### src/inc/sram_host_pkg.sv
/*
  Constants, timing counts and state encoding for the host controller of
  the battery-backed byte-wide static RAM.
  Assumes a 20 MHz system clock; every count below but SYNC_DEPTH and GAP_CYC is derived from it.
*/
package sram_host_pkg;

  // ==========================================================
  // Widths
  localparam int ADDR_W = 13;
  localparam int DATA_W = 8;
  localparam int MEM_BYTES = 8192;
  localparam int SYNC_W = DATA_W + 1;
  localparam int WAIT_W = 4;
  localparam int REC_CNT_W = 20;

  // ==========================================================
  // Clock
  localparam int CLK_PERIOD_NS = 50;
  localparam int CLK_KHZ = 20000;

  // ==========================================================
  // Pin timing in its own units
  localparam int STORE_PULSE_WIDTH_NS = 50;
  localparam int SELECT_PULSE_WIDTH_NS = 55;
  localparam int ACCESS_CYCLE_NS = 70;
  localparam int STROBE_TO_RELEASE_TIME_NS = 25;
  localparam int REC_MIN_MS = 40;
  localparam int REC_MAX_MS = 200;

  // ==========================================================
  // Timing in clock cycles, least times rounded up
  localparam int STORE_CYC = (STORE_PULSE_WIDTH_NS + CLK_PERIOD_NS - 1) / CLK_PERIOD_NS;
  localparam int SELECT_CYC = (SELECT_PULSE_WIDTH_NS + CLK_PERIOD_NS - 1) / CLK_PERIOD_NS;
  localparam int WR_LOW_CYC = (STORE_CYC > SELECT_CYC) ? STORE_CYC : SELECT_CYC;
  localparam int ACCESS_CYC = (ACCESS_CYCLE_NS + CLK_PERIOD_NS - 1) / CLK_PERIOD_NS;
  localparam int SYNC_DEPTH = 2;
  localparam int RD_LOW_CYC = ACCESS_CYC + SYNC_DEPTH;
  localparam int GAP_CYC = 1;
  localparam int REC_MIN_CYC = REC_MIN_MS * CLK_KHZ;

  // ==========================================================
  // Reset values
  localparam logic [ADDR_W-1:0] ADDR_RST = 13'h0000;
  localparam logic [DATA_W-1:0] DATA_RST = 8'h00;
  localparam logic STROBE_RST = 1'b1;
  localparam logic [SYNC_W-1:0] SYNC_RST = 9'h000;

  // ==========================================================
  // Sequencer states
  typedef enum logic [2:0] {
    ST_PWR = 3'h0,
    ST_IDLE = 3'h1,
    ST_WR_LOW = 3'h2,
    ST_WR_HOLD = 3'h3,
    ST_RD_LOW = 3'h4,
    ST_GAP = 3'h5
  } state_t;

endpackage

### src/inc/sync_if.sv
/*
  Carrier between the controller and its input synchroniser.
  Assumes raw holds pin levels from outside the clock domain.
*/
`timescale 1ns/100ps
`default_nettype none

interface sync_if;
  import sram_host_pkg::*;
  logic [SYNC_W-1:0] raw;
  logic [SYNC_W-1:0] synced;
  modport stage (input raw, output synced);
  modport user (output raw, input synced);
endinterface

`default_nettype wire

### src/hdl/input_sync.sv
/*
  Two flip-flop synchroniser for every pin the controller reads.
  Assumes one clock and a synchronous active-high reset.
*/
`timescale 1ns/100ps
`default_nettype none

module input_sync
  import sram_host_pkg::*;
(
  input wire logic sys_clk,
  input wire logic rst,
  sync_if.stage sif
);

  // ==========================================================
  // Per-bit stages; the first stage feeds only the second
  logic [SYNC_W-1:0] meta_reg;
  logic [SYNC_W-1:0] sync_reg;

  genvar i;
  generate
    for (i = 0; i < SYNC_W; i++) begin : g_bit
      always_ff @(posedge sys_clk) begin
        if (rst) begin
          meta_reg[i] <= SYNC_RST[i];
          sync_reg[i] <= SYNC_RST[i];
        end else begin
          meta_reg[i] <= sif.raw[i];
          sync_reg[i] <= meta_reg[i];
        end
      end
    end
  endgenerate

  assign sif.synced = sync_reg;

endmodule

`default_nettype wire

### src/hdl/sram_host.sv
/*
  Host-side controller that drives the 8192-byte battery-backed SRAM
  through its address, data, select, store-strobe and output-enable pins.
  Assumes an external supply monitor pin that is high while the memory
  supply is in tolerance, and a tristate buffer outside built from the
  byte_lines out/oe/in triple.
*/
// Overview of operation
// - The address stays unchanged from the start to the end of every cycle.
// - Select or store strobe goes high for a recovery interval before the next cycle.
// - Output enable stays high through writes so the two sides never both drive data.
// - Store strobe stays low at least 50 ns, select at least 55 ns, in a write.
`timescale 1ns/100ps
`default_nettype none

module sram_host
  import sram_host_pkg::*;
#(
  parameter logic [REC_CNT_W-1:0] REC_CYCLES = REC_CNT_W'(REC_MIN_CYC)
) (
  input wire logic sys_clk,
  input wire logic rst,
  input wire logic req_valid,
  input wire logic req_write,
  input wire logic [ADDR_W-1:0] req_addr,
  input wire logic [DATA_W-1:0] req_wdata,
  output logic req_ready,
  output logic rsp_valid,
  output logic rsp_fault,
  output logic [DATA_W-1:0] rsp_rdata,
  output logic [ADDR_W-1:0] byte_location_lines,
  output logic [DATA_W-1:0] byte_lines_out,
  output logic byte_lines_oe,
  input wire logic [DATA_W-1:0] byte_lines_in,
  output logic sel_n,
  output logic store_n,
  output logic out_en_n,
  input wire logic supply_ok
);

  // ==========================================================
  // Declarations
  state_t state_reg, state_next;
  logic [WAIT_W-1:0] wait_cnt_reg;
  logic [REC_CNT_W-1:0] rec_cnt_reg;
  logic rec_done, pwr_ok_s, take, wait_last, abort;
  logic [DATA_W-1:0] data_s;
  logic req_ready_reg, rsp_valid_reg, rsp_fault_reg;
  logic [DATA_W-1:0] rsp_rdata_reg, data_out_reg;
  logic [ADDR_W-1:0] addr_reg;
  logic data_oe_reg, sel_n_reg, store_n_reg, out_en_n_reg;

  // ==========================================================
  // Pin inputs through two flip-flops
  sync_if sif ();
  assign sif.raw = {supply_ok, byte_lines_in};
  assign pwr_ok_s = sif.synced[DATA_W];
  assign data_s = sif.synced[DATA_W-1:0];

  input_sync u_sync (
    .sys_clk(sys_clk),
    .rst(rst),
    .sif(sif)
  );

  // ==========================================================
  // Sequencer decisions
  assign take = req_valid && req_ready_reg;
  assign rec_done = (rec_cnt_reg == REC_CYCLES);
  assign abort = !pwr_ok_s && (state_reg == ST_WR_LOW || state_reg == ST_WR_HOLD ||
                               state_reg == ST_RD_LOW);

  // End of the timed part of the current state
  always_comb begin
    wait_last = 1'b0;
    case (state_reg)
      ST_WR_LOW: wait_last = (wait_cnt_reg == WAIT_W'(WR_LOW_CYC - 1));
      ST_RD_LOW: wait_last = (wait_cnt_reg == WAIT_W'(RD_LOW_CYC - 1));
      ST_GAP: wait_last = (wait_cnt_reg == WAIT_W'(GAP_CYC - 1));
      default: wait_last = 1'b0;
    endcase
  end

  // Next state; a supply drop overrides everything
  always_comb begin
    state_next = state_reg;
    case (state_reg)
      ST_PWR: if (rec_done) begin
        state_next = ST_IDLE;
      end
      ST_IDLE: if (take) begin
        state_next = req_write ? ST_WR_LOW : ST_RD_LOW;
      end
      ST_WR_LOW: if (wait_last) begin
        state_next = ST_WR_HOLD;
      end
      ST_WR_HOLD: state_next = ST_GAP;
      ST_RD_LOW: if (wait_last) begin
        state_next = ST_GAP;
      end
      ST_GAP: if (wait_last) begin
        state_next = ST_IDLE;
      end
      default: state_next = ST_PWR;
    endcase
    if (!pwr_ok_s) begin
      state_next = ST_PWR;
    end
  end

  // ==========================================================
  // State and cycle counter
  always_ff @(posedge sys_clk) begin
    if (rst) begin
      state_reg <= ST_PWR;
      wait_cnt_reg <= '0;
    end else begin
      state_reg <= state_next;
      if (state_next != state_reg) begin
        wait_cnt_reg <= '0;
      end else begin
        wait_cnt_reg <= wait_cnt_reg + WAIT_W'(1);
      end
    end
  end

  // Recovery wait: restarts on every supply drop, saturates when done
  always_ff @(posedge sys_clk) begin
    if (rst) begin
      rec_cnt_reg <= '0;
    end else if (!pwr_ok_s) begin
      rec_cnt_reg <= '0;
    end else if (state_reg == ST_PWR && !rec_done) begin
      rec_cnt_reg <= rec_cnt_reg + REC_CNT_W'(1);
    end
  end

  // ==========================================================
  // Memory pins
  always_ff @(posedge sys_clk) begin
    if (rst) begin
      addr_reg <= ADDR_RST;
      data_out_reg <= DATA_RST;
      sel_n_reg <= STROBE_RST;
      store_n_reg <= STROBE_RST;
      out_en_n_reg <= STROBE_RST;
      data_oe_reg <= 1'b0;
    end else begin
      if (state_reg == ST_IDLE && take) begin
        addr_reg <= req_addr;
        data_out_reg <= req_wdata;
      end
      // Select and strobe fall and rise together in a write
      sel_n_reg <= !(state_next == ST_WR_LOW || state_next == ST_RD_LOW);
      store_n_reg <= !(state_next == ST_WR_LOW);
      out_en_n_reg <= !(state_next == ST_RD_LOW);
      data_oe_reg <= (state_next == ST_WR_LOW || state_next == ST_WR_HOLD);
    end
  end

  // ==========================================================
  // User side answers
  always_ff @(posedge sys_clk) begin
    if (rst) begin
      req_ready_reg <= 1'b0;
      rsp_valid_reg <= 1'b0;
      rsp_fault_reg <= 1'b0;
      rsp_rdata_reg <= DATA_RST;
    end else begin
      req_ready_reg <= (state_next == ST_IDLE);
      rsp_valid_reg <= abort || (state_reg == ST_WR_HOLD) ||
                       (state_reg == ST_RD_LOW && wait_last);
      rsp_fault_reg <= abort;
      if (state_reg == ST_RD_LOW && wait_last && !abort) begin
        rsp_rdata_reg <= data_s;
      end
    end
  end

  assign req_ready = req_ready_reg;
  assign rsp_valid = rsp_valid_reg;
  assign rsp_fault = rsp_fault_reg;
  assign rsp_rdata = rsp_rdata_reg;
  assign byte_location_lines = addr_reg;
  assign byte_lines_out = data_out_reg;
  assign byte_lines_oe = data_oe_reg;
  assign sel_n = sel_n_reg;
  assign store_n = store_n_reg;
  assign out_en_n = out_en_n_reg;
endmodule

`default_nettype wire

### config.mk
export PLATFORM = sky130hd
export DESIGN_NAME = sram_host
export DESIGN_NICKNAME = d
export VERILOG_FILES = /design/src/inc/sram_host_pkg.sv /design/src/inc/sync_if.sv /design/src/hdl/input_sync.sv /design/src/hdl/sram_host.sv
export SDC_FILE = /design/constraint.sdc
export NUM_CORES = 1
export LEC_CHECK = 0
export ABC_AREA = 0
export BUFFER_PORTS_ARGS = -buffer_cell sky130_fd_sc_hd__buf_2
export CAP_MARGIN = 10
export CORE_MARGIN = 5
export CORE_UTILIZATION = 40
export CTS_CLUSTER_SIZE = 25
export DETAILED_ROUTE_END_ITERATION = 8
export PLACE_DENSITY = 0.67
export SYNTH_ARGS = -nofsm -noshare
export SYNTH_HDL_FRONTEND = slang
export SYNTH_HIERARCHICAL = 1
export SYNTH_SLANG_ARGS = --single-unit
### constraint.sdc
create_clock -name sys_clk -period 2.13 [get_ports sys_clk]
set_input_delay 0.5325 -clock sys_clk [delete_from_list [all_inputs] [get_ports sys_clk]]
set_output_delay 0.5325 -clock sys_clk [all_outputs]
set_load 0.01 [all_outputs]
==> out/metrics.yaml, run 1 <==
layout:
  register_area_mm2: 0.00162
  postLayoutCoreUtil: 0.489
  multiInputGateArea_mm2: 0.00157
  stdcell_count: 556
  fin_nets: 484
  drive_above_1_share: 0.220
  n_antenna_cell: 0
  fill_cells: 789
  final_area_mm2: 0.00399
  largest_register_ffs: 20
  area_growth_pct: 19.7
synth:
  syn_area_mm2: 0.00334
  synth.avg_cell_area_um2: 8.87
  yosys.area.top_type: "dfxtp_1"
  ys_seq_area_frac: 0.486
  synth_edf_count: 0
  ys_ff_latch: 81
  syn-num-nets: 414
  synthCells: 376
  synthFlopType: "dfxtp_1"
  ys_warn_count: 6
  synth.top_cell.area_share: 0.486
  synth_area_leaders: "dfxtp_1 (49%), nand2_1 (6.7%), a21oi_1 (5.4%)"
  synthArstFlopShare: 0
  synth_cell_types: 53
global_routing:
  grt_pass1_vias: 2737
  overflow: 0
  track_usage: 0.148
  antenna_found_initial: 0
  grt_max_degree: 48
  grt_pass1_wl_um: 12400
min_path:
  hp-class: "primary input to flip-flop"
  hold_start: "byte_lines_in[4]"
  min_path_cells: 2
placed_design:
  gp_congestion: 0.933
  dp_hpwl_um: 5230
  placedCellCount: 540
  post_dp_cell_area_mm2: 0.00379
  dp_slack_ns: 0.300
  io_buffers: 69
timing:
  slew_headroom: 0.684
  period_share: 0.869
  hold_viol_final: 0
  worst_pin_slew_ns: 0.469
  worst_clock_skew_ns: 0.0180
  hold_ws_ns: 0.384
  setup_viol: 0
  setup_slack_ns: 0.279
  fmax_ghz: 0.540
  period_needed_ns: 1.85
  rsz0062_at_grt: "false"
  maxSlewViolCount: 0
  tns_ns: 0
floorplan:
  row_count: 33
  die_x_um: 101
  initial_core_util: 0.408
  ioPinCount: 70
  fp.dieArea_mm2: 0.0103
  coreArea_mm2: 0.00818
  die_height_um: 101
clock_network:
  htree_levels: 3
  hold_buffers: 0
  cts_root_buf: "clkbuf_8"
  clock_latency_ns: 0.36
  path_clk_slew_ns: 0.08
  clock-sinks: 81
  cts_made_buffers: 9
  post_cts_resized: 0
  cts_tree: "built"
  postCtsSetupRepairBufs: 0
  ctsLongestPathBuffers: 2
power_and_ir_drop:
  max-vdd-ir-drop_v: 0.000520
  p_leak_nw: 1.61
  combPwrFrac: 0.036
  p_sw_mw: 0.626
  power_mw: 2.77
  pwr-share-seq: 0.559
  p_int_mw: 2.14
  power_density_mw_per_mm2: 694
  pwr-share-clk: 0.405
  switching_share: 0.226
routing:
  num_vias: 2826
  first_pass_iters: 4
  routed_wl_um: 7150
  drt-initial-drc-count: 139
  avgRoutedWirePerCell_um: 12.9
  via_per_inst: 5.08
  drc: 0
  ant_nets: 0
critical_path:
  worstPathArrival_ns: 2.12
  crit_start: "rec_cnt_reg[0]"
  worstPathMaxFanout: 6
  cp-end-kind: "flip-flop"
  worst_setup_path_start_kind: "flip-flop"
  worstReg2RegStart: "rec_cnt_reg[0]"
  critPathKind: "flip-flop to flip-flop"
  r2r_cells: 5
  cp.required_ns: 2.40
  rrSetupSlack_ns: 0.28
run_status:
  status: "finished clean"
job:
  max_cap_viol_count: 0
-- layer usage --
metal	track usage	wire, um	up-vias
met5	0	0	-
met4	0.0624	163	0
met3	0.0579	530	16
met2	0.224	3320	85
met1	0.189	3140	1268
li1	-	-	1457
-- cell usage after synthesis, types with 2 or more instances --
library cell and instances:
nor2_1 22, nand3_1 11, a311o_1 2, clkbuf_1 15, a21oi_1 36, nor4bb_1 4
o21ai_0 8, or4_1 6, ha_1 4, nand2b_1 2, xnor2_1 4, o31ai_1 3
or3_1 6, nor3_1 10, a31oi_1 2, nand4b_1 3, xor2_1 5, mux2i_1 8
nor4_1 5, and2b_1 7, and2_1 2, and3b_1 2, a211oi_1 3, or2_1 2
nand2_1 60, buf_2 2, and4_1 3, inv_1 9, dfxtp_1 81, nor2b_1 14
nand4_1 10, and3_1 2, buf_6 3
-- path summary, 6_finish.rpt --
kind | endpoint
worst max-delay path | rec_cnt_reg[10]
worst min-delay path | u_sync/meta_reg[4]
worst min register to register | u_sync/sif.synced[1]
worst max register to register | rec_cnt_reg[10]
-- worst max-delay path, cell delays in order (launching register included) --
cell,delay (ns)
dfxtp_1,0.42
ha_1,0.21
nor4b_4,0.26
nand3_1,0.27
or4_1,0.53
o21ai_0,0.09
-- cell usage in the layout, fill, tap and decap left out, drive strengths merged, types with 5 or more instances in the layout --
cell	synthesis	final
clkbuf	16	10
nor4	5	5
o21ai	8	8
nand4	10	10
buf	6	81
a21oi	36	36
nor2b	14	14
nand3	11	11
xor2	5	5
and2b	7	7
nand2	60	60
nor2	22	22
or3	6	6
inv	9	11
dfxtp	81	81
nor3	11	11
or4	6	6
mux2i	8	8
-- power by group through the flow --
| stage | combinational [mW] | sequential, mW | clock (mW) |
|---|---|---|---|
| finish | 0.0999 | 1.55 | 1.12 |
| global route | 0.115 | 1.55 | 1.23 |
| CTS | 0.101 | 1.55 | 1.16 |
| detailed placement | 0.101 | 1.59 | 0 |
| global placement | 0.0982 | 1.58 | 0 |
| floorplan | 0.0578 | 1.58 | 0 |
-- area by class of cell --
type	count	area share
sequential	81	0.406
timing repair buffer	81	0.109
inverter	9	0.00846
clock inverter	6	0.0188
clock buffer	10	0.0320
multi-input combinational	264	0.393
tap	105	0.0329
-- kinds of logic (layout without fill, tap and decap cells) --
family	count (synthesis)	count (layout)	share of synthesized area
and+or+nand+nor	178	178	0.291
DFF	81	81	0.486
AOI/OAI and AO/OA	65	65	0.117
buffers and inverters	31	106	0.0439
xor gates and xnor gates	9	9	0.0236
muxes	8	8	0.0240
adders and majority gates	4	4	0.0150
Note: power is estimated with default switching activity, not from simulation.
==> run 2: changes to the inputs <==
--- a/config.mk
+++ b/config.mk
@@ -12,8 +12,7 @@
 export CORE_UTILIZATION = 40
 export CTS_CLUSTER_SIZE = 25
 export DETAILED_ROUTE_END_ITERATION = 8
-export PLACE_DENSITY = 0.67
+export PLACE_DENSITY = 0.68
 export SYNTH_ARGS = -nofsm -noshare
 export SYNTH_HDL_FRONTEND = slang
-export SYNTH_HIERARCHICAL = 1
 export SYNTH_SLANG_ARGS = --single-unit
==> run 2 against run 1 <==
  * Combinational power is 6.6% lower
  * Largest power group unchanged
  * Power is 5.2% higher
  * Worst hold slack got worse by 0.0012 ns
  * Via count down 1.6%
==> out/metrics.yaml, run 2 <==
timing:
  fmax_ghz: 0.524
  worst_pin_slew_ns: 0.583
  period_share: 0.896
  maxSlewViolCount: 0
  tns_ns: 0
  hold_ws_ns: 0.383
  hold_viol_final: 0
  rsz0062_at_grt: "false"
  worst_clock_skew_ns: 0.00688
  slew_headroom: 0.610
  period_needed_ns: 1.91
  setup_viol: 0
synth:
  syn_area_mm2: 0.00329
  yosysMostFrequentCell: "dfxtp_1"
  synthArstFlopShare: 0
  synth_edf_count: 0
  yosys.area.top_type: "dfxtp_1"
  syn-num-nets: 405
  synth.avg_cell_area_um2: 8.96
  ys_seq_area_frac: 0.493
  ys_warn_count: 0
  synthFlopType: "dfxtp_1"
  synth_commonest_cells: "dfxtp_1 (81), nand2_1 (55), a21oi_1 (36), nor2b_1 (23), nor2_1 (19)"
  synthCells: 367
  synth_area_leaders: "dfxtp_1 (49%), nand2_1 (6.3%), a21oi_1 (5.5%)"
  ys_ff_latch: 81
  synth_cell_types: 42
  synth.top_cell.area_share: 0.493
global_routing:
  grt_max_degree: 55
  overflow: 0
  antenna_found_initial: 0
  grt_pass1_vias: 2499
  track_usage: 0.142
  grt_pass1_wl_um: 11700
clock_network:
  cts_made_buffers: 9
  cts_root_buf: "clkbuf_8"
  postCtsSetupRepairBufs: 0
  path_clk_slew_ns: 0.09
  clock-sinks: 81
  post_cts_resized: 0
  cts_tree: "built"
  htree_levels: 3
  clock_latency_ns: 0.34
  hold_buffers: 0
  ctsLongestPathBuffers: 2
min_path:
  hold_start: "byte_lines_in[5]"
  min_path_cells: 2
  hold-path-endpoint: "u_sync.meta_reg[5]"
  hp-class: "primary input to flip-flop"
routing:
  ant_nets: 0
  drc: 0
  drt-initial-drc-count: 199
  first_pass_iters: 4
  routed_wl_um: 7110
  avgRoutedWirePerCell_um: 13.1
  via_per_inst: 5.13
  num_vias: 2782
layout:
  fin_nets: 470
  area_growth_pct: 20.2
  n_antenna_cell: 0
  fill_cells: 770
  postLayoutCoreUtil: 0.486
  final_area_mm2: 0.00396
  layout_commonest_cell: "dfxtp_1"
  final_cell_mix: "dfxtp_1 (81), buf_2 (69), nand2_1 (55), a21oi_1 (36), nor2b_1 (23)"
  largest_register_ffs: 20
  drive_above_1_share: 0.215
critical_path:
  worst_setup_path_start_kind: "flip-flop"
  cp.required_ns: 2.41
  crit_family: "simple AND/OR/NAND/NOR gates"
  cp-end-kind: "flip-flop"
  rrSetupSlack_ns: 0.22
  r2r_cells: 4
  worstPathMaxFanout: 17
  critPathBufInv: 0
  max_stage_delay_ns: 0.52
  worstPathArrival_ns: 2.19
  worstReg2RegStart: "state_reg[2]"
  critPathKind: "flip-flop to flip-flop"
  critPathSlowestCell: "nor4b_4"
  r2r_end: "rec_cnt_reg[14]"
  path_cells: "nor4b_4, nand3_1, or4_1, a21oi_1"
power_and_ir_drop:
  power_mw: 2.92
  max-vdd-ir-drop_v: 0.000614
  power_density_mw_per_mm2: 737
  p_leak_nw: 1.57
floorplan:
  initial_core_util: 0.404
  coreArea_mm2: 0.00813
  die_height_um: 101
  ioPinCount: 70
  row_count: 33
  fp.dieArea_mm2: 0.0101
  die_x_um: 101
placed_design:
  post_dp_cell_area_mm2: 0.00373
  dp_hpwl_um: 4980
  io_buffers: 69
  gp_congestion: 0.841
job:
  max_cap_viol_count: 0
run_status:
  status: "finished clean"
==> run 2: cell count changes in the layout (fill, tap and decap cells not counted), sizes merged, moves of 3 or more <==
cell,previous run,this run
and2b,7,0
o31ai,3,6
nor2b,14,23
nand4b,3,0
nand2,60,55
nand3,11,15
nor4b,2,7
nor3b,1,4
buf,81,76
nor3,11,5
nor2,22,19
==> run 2: routing by layer <==
| metal | GRT usage | wire (um) |
|---|---|---|
| met1 | 0.187 | 3180 |
| met2 | 0.226 | 3410 |
| met3 | 0.0401 | 391 |
| met4 | 0.0446 | 123 |
| met5 | 0 | 0 |
==> run 2: per-stage QoR <==
| stage | worst slack, ns | instances |
|---|---|---|
| after floorplan | 0.489 | 367 |
| after global placement | 0.330 | 526 |
| after detailed placement | 0.266 | 526 |
| after CTS | 0.247 | 542 |
| after global routing | 0.0452 | 542 |
| final | 0.221 | 542 |
==> run 2: area by class of cell <==
type                            count  area (um2)  share of cell area
Multi-Input combinational cell    257        1550               0.392
Inverter                            7        26.3             0.00664
Timing Repair Buffer               76         398               0.101
Sequential cell                    81        1620               0.410
Clock buffer                        9         124              0.0313
Tap cell                          105         131              0.0332
Clock inverter                      7         104              0.0263
==> run 2: kinds of logic after synthesis <==
logic type               Yosys count  share of synthesized area
flip-flops                        81                      0.493
adder cells (fa/ha/maj)            4                     0.0152
XOR/XNOR                          10                     0.0266
AO/OA/AOI/OAI                     61                      0.108
AND/OR/NAND/NOR                  174                      0.297
buffers and inverters             29                     0.0358
multiplexers                       8                     0.0243
==> run 2: report_power, final <==
part / leakage, nW / internal (mW) / switching [mW] / total [mW]
clock network: 0.116 / 0.681 / 0.593 / 1.27
registers: 0.657 / 1.53 / 0.0144 / 1.55
logic: 0.796 / 0.0489 / 0.0444 / 0.0933
==> run 2: worst max path at each step <==
stage | startpoint | end | slack, ns | cells after the start
finish | state_reg[2] | rec_cnt_reg[14] | 0.22 | 4
global placement | state_reg[2] | rec_cnt_reg[14] | 0.33 | 4
floorplan | rec_cnt_reg[0] | rec_cnt_reg[16] | 0.49 | 5
CTS | state_reg[2] | rsp_rdata[0] | 0.25 | 4
global route | state_reg[2] | rsp_rdata[0] | 0.05 | 4
detailed placement | rec_cnt_reg[0] | rec_cnt_reg[14] | 0.27 | 5
==> run 3: changes to the inputs <==
--- a/config.mk
+++ b/config.mk
@@ -13,6 +13,7 @@
 export CTS_CLUSTER_SIZE = 25
 export DETAILED_ROUTE_END_ITERATION = 8
 export PLACE_DENSITY = 0.68
+export RECOVER_POWER = 50
 export SYNTH_ARGS = -nofsm -noshare
 export SYNTH_HDL_FRONTEND = slang
 export SYNTH_SLANG_ARGS = --single-unit
==> run 3 against run 2 <==
  * Flip-flop and latch count is the same
  * Combinational power hardly changed
  * Sequential share of layout area up 0.49 points
  * Final cell count did not move
  * Maximum frequency is 0.38% higher
  * Worst hold slack about the same
  * First-iteration DRC count decreased by 18%
  * Largest cell class unchanged
==> out/metrics.yaml, run 3 (synthesis gave the netlist of run 2 again) <==
global_routing:
  overflow: 0
  grt_max_degree: 55
  track_usage: 0.142
  antenna_found_initial: 0
  grt_pass1_wl_um: 11700
  grt_pass1_vias: 2499
critical_path:
  crit_start: "state_reg[2]"
  r2r_cells: 4
  cp-end-kind: "flip-flop"
  endpoint: "rec_cnt_reg[14]"
  max_stage_delay_ns: 0.51
  worstPathArrival_ns: 2.18
  path_cells: "nor4b_4, nand3_1, or4_1, a21oi_1"
  rrSetupSlack_ns: 0.23
  critPathSlowestCell: "nor4b_4"
  worstReg2RegStart: "state_reg[2]"
  critPathKind: "flip-flop to flip-flop"
  r2r_end: "rec_cnt_reg[14]"
  cp.required_ns: 2.41
  worst_setup_path_start_kind: "flip-flop"
  worstPathMaxFanout: 17
power_and_ir_drop:
  power_density_mw_per_mm2: 746
  max-vdd-ir-drop_v: 0.000614
  p_leak_nw: 1.42
  power_mw: 2.92
timing:
  rsz0062_at_grt: "false"
  worst_pin_slew_ns: 0.582
  worst_clock_skew_ns: 0.00944
  setup_viol: 0
  period_share: 0.893
  hold_ws_ns: 0.383
  period_needed_ns: 1.90
  slew_headroom: 0.611
  maxSlewViolCount: 0
  hold_viol_final: 0
  tns_ns: 0
  fmax_ghz: 0.526
clock_network:
  hold_buffers: 0
  ctsLongestPathBuffers: 2
  cts_made_buffers: 9
  post_cts_resized: 0
  htree_levels: 3
  clock_latency_ns: 0.35
  path_clk_slew_ns: 0.09
  clock-sinks: 81
  cts_root_buf: "clkbuf_8"
  postCtsSetupRepairBufs: 0
  cts_tree: "built"
routing:
  wl_met1_um: 3180
  drt-initial-drc-count: 163
  via_per_inst: 5.12
  wl_met2_um: 3370
  drc: 0
  maxUsedRoutingLayer: "met4"
  ant_nets: 0
  avgRoutedWirePerCell_um: 13.0
  num_vias: 2775
  routed-wl-met3_um: 389
  routed_wl_um: 7070
  first_pass_iters: 4
layout:
  fill_cells: 788
  final_cell_mix: "dfxtp_1 (81), nand2_1 (55), clkbuf_1 (37), a21oi_1 (36), buf_2 (32)"
  layout_commonest_cell: "dfxtp_1"
  largest_register_ffs: 20
  n_antenna_cell: 0
  drive_above_1_share: 0.130
  fin_nets: 470
  area_growth_pct: 18.8
min_path:
  hp-class: "primary input to flip-flop"
floorplan:
  coreArea_mm2: 0.00813
  die_height_um: 101
  row_count: 33
  fp.dieArea_mm2: 0.0101
  ioPinCount: 70
  die_x_um: 101
  initial_core_util: 0.404
placed_design:
  io_buffers: 69
  gp_congestion: 0.841
  dp_hpwl_um: 4980
run_status:
  status: "finished clean"
job:
  max_cap_viol_count: 0
[run 3: cell count changes in the layout (fill, tap and decap cells not counted), sizes merged]
cell and change:
buf -37, clkbuf +37
[run 3: cell type report]
cell class	count	area, um2	share of cell area
flip-flops and latches	81	1620	0.415
multi-input cells	257	1550	0.397
repair buffers	76	352	0.0899
well taps	105	131	0.0336
clock buffers	9	124	0.0317
clock inverters	7	104	0.0266
inverters	7	26.3	0.00672
[run 3: metal layers]
layer / track usage / vias to the layer above
met5: 0 / -
met4: 0.0446 / 0
met3: 0.0401 / 12
met2: 0.226 / 66
met1: 0.187 / 1272
li1: - / 1425
[run 3: where the power goes]
group	internal [mW]	switching (mW)	leakage, nW
Combinational	0.0486	0.0445	0.644
Clock	0.681	0.592	0.116
Sequential	1.53	0.0144	0.657
[run 3: worst min-delay path by stage]
stage               depth (start not counted)                from              endpoint  slack, ns
floorplan                                   1  u_sync.meta_reg[0]  u_sync.sif.synced[0]       0.41
global placement                            1  u_sync.meta_reg[4]  u_sync.sif.synced[4]       0.42
detailed placement                          1  u_sync.meta_reg[0]  u_sync.sif.synced[0]       0.42
CTS                                         2    byte_lines_in[1]    u_sync.meta_reg[1]       0.37
global route                                2    byte_lines_in[5]    u_sync.meta_reg[5]       0.38
finish                                      2    byte_lines_in[5]    u_sync.meta_reg[5]       0.38
[run 3: per-stage QoR]
stage | setup WS [ns] | area (um2) | util | instances
2_1_floorplan | 0.489 | 3290 | - | 367
3_3_place_gp | 0.330 | 3730 | 0.458 | 526
3_5_place_dp | 0.266 | 3730 | 0.458 | 526
4_1_cts | 0.247 | 3960 | 0.486 | 542
5_1_grt | 0.0452 | 3910 | 0.481 | 542
6_report | 0.228 | 3910 | 0.481 | 542
[run 3: critical path: cells and delay by family, from the launching register on]
kind             cells  cell delay, ns
AO/OA/AOI/OAI        1            0.15
flip-flops           1            0.49
AND/OR/NAND/NOR      3            1.19
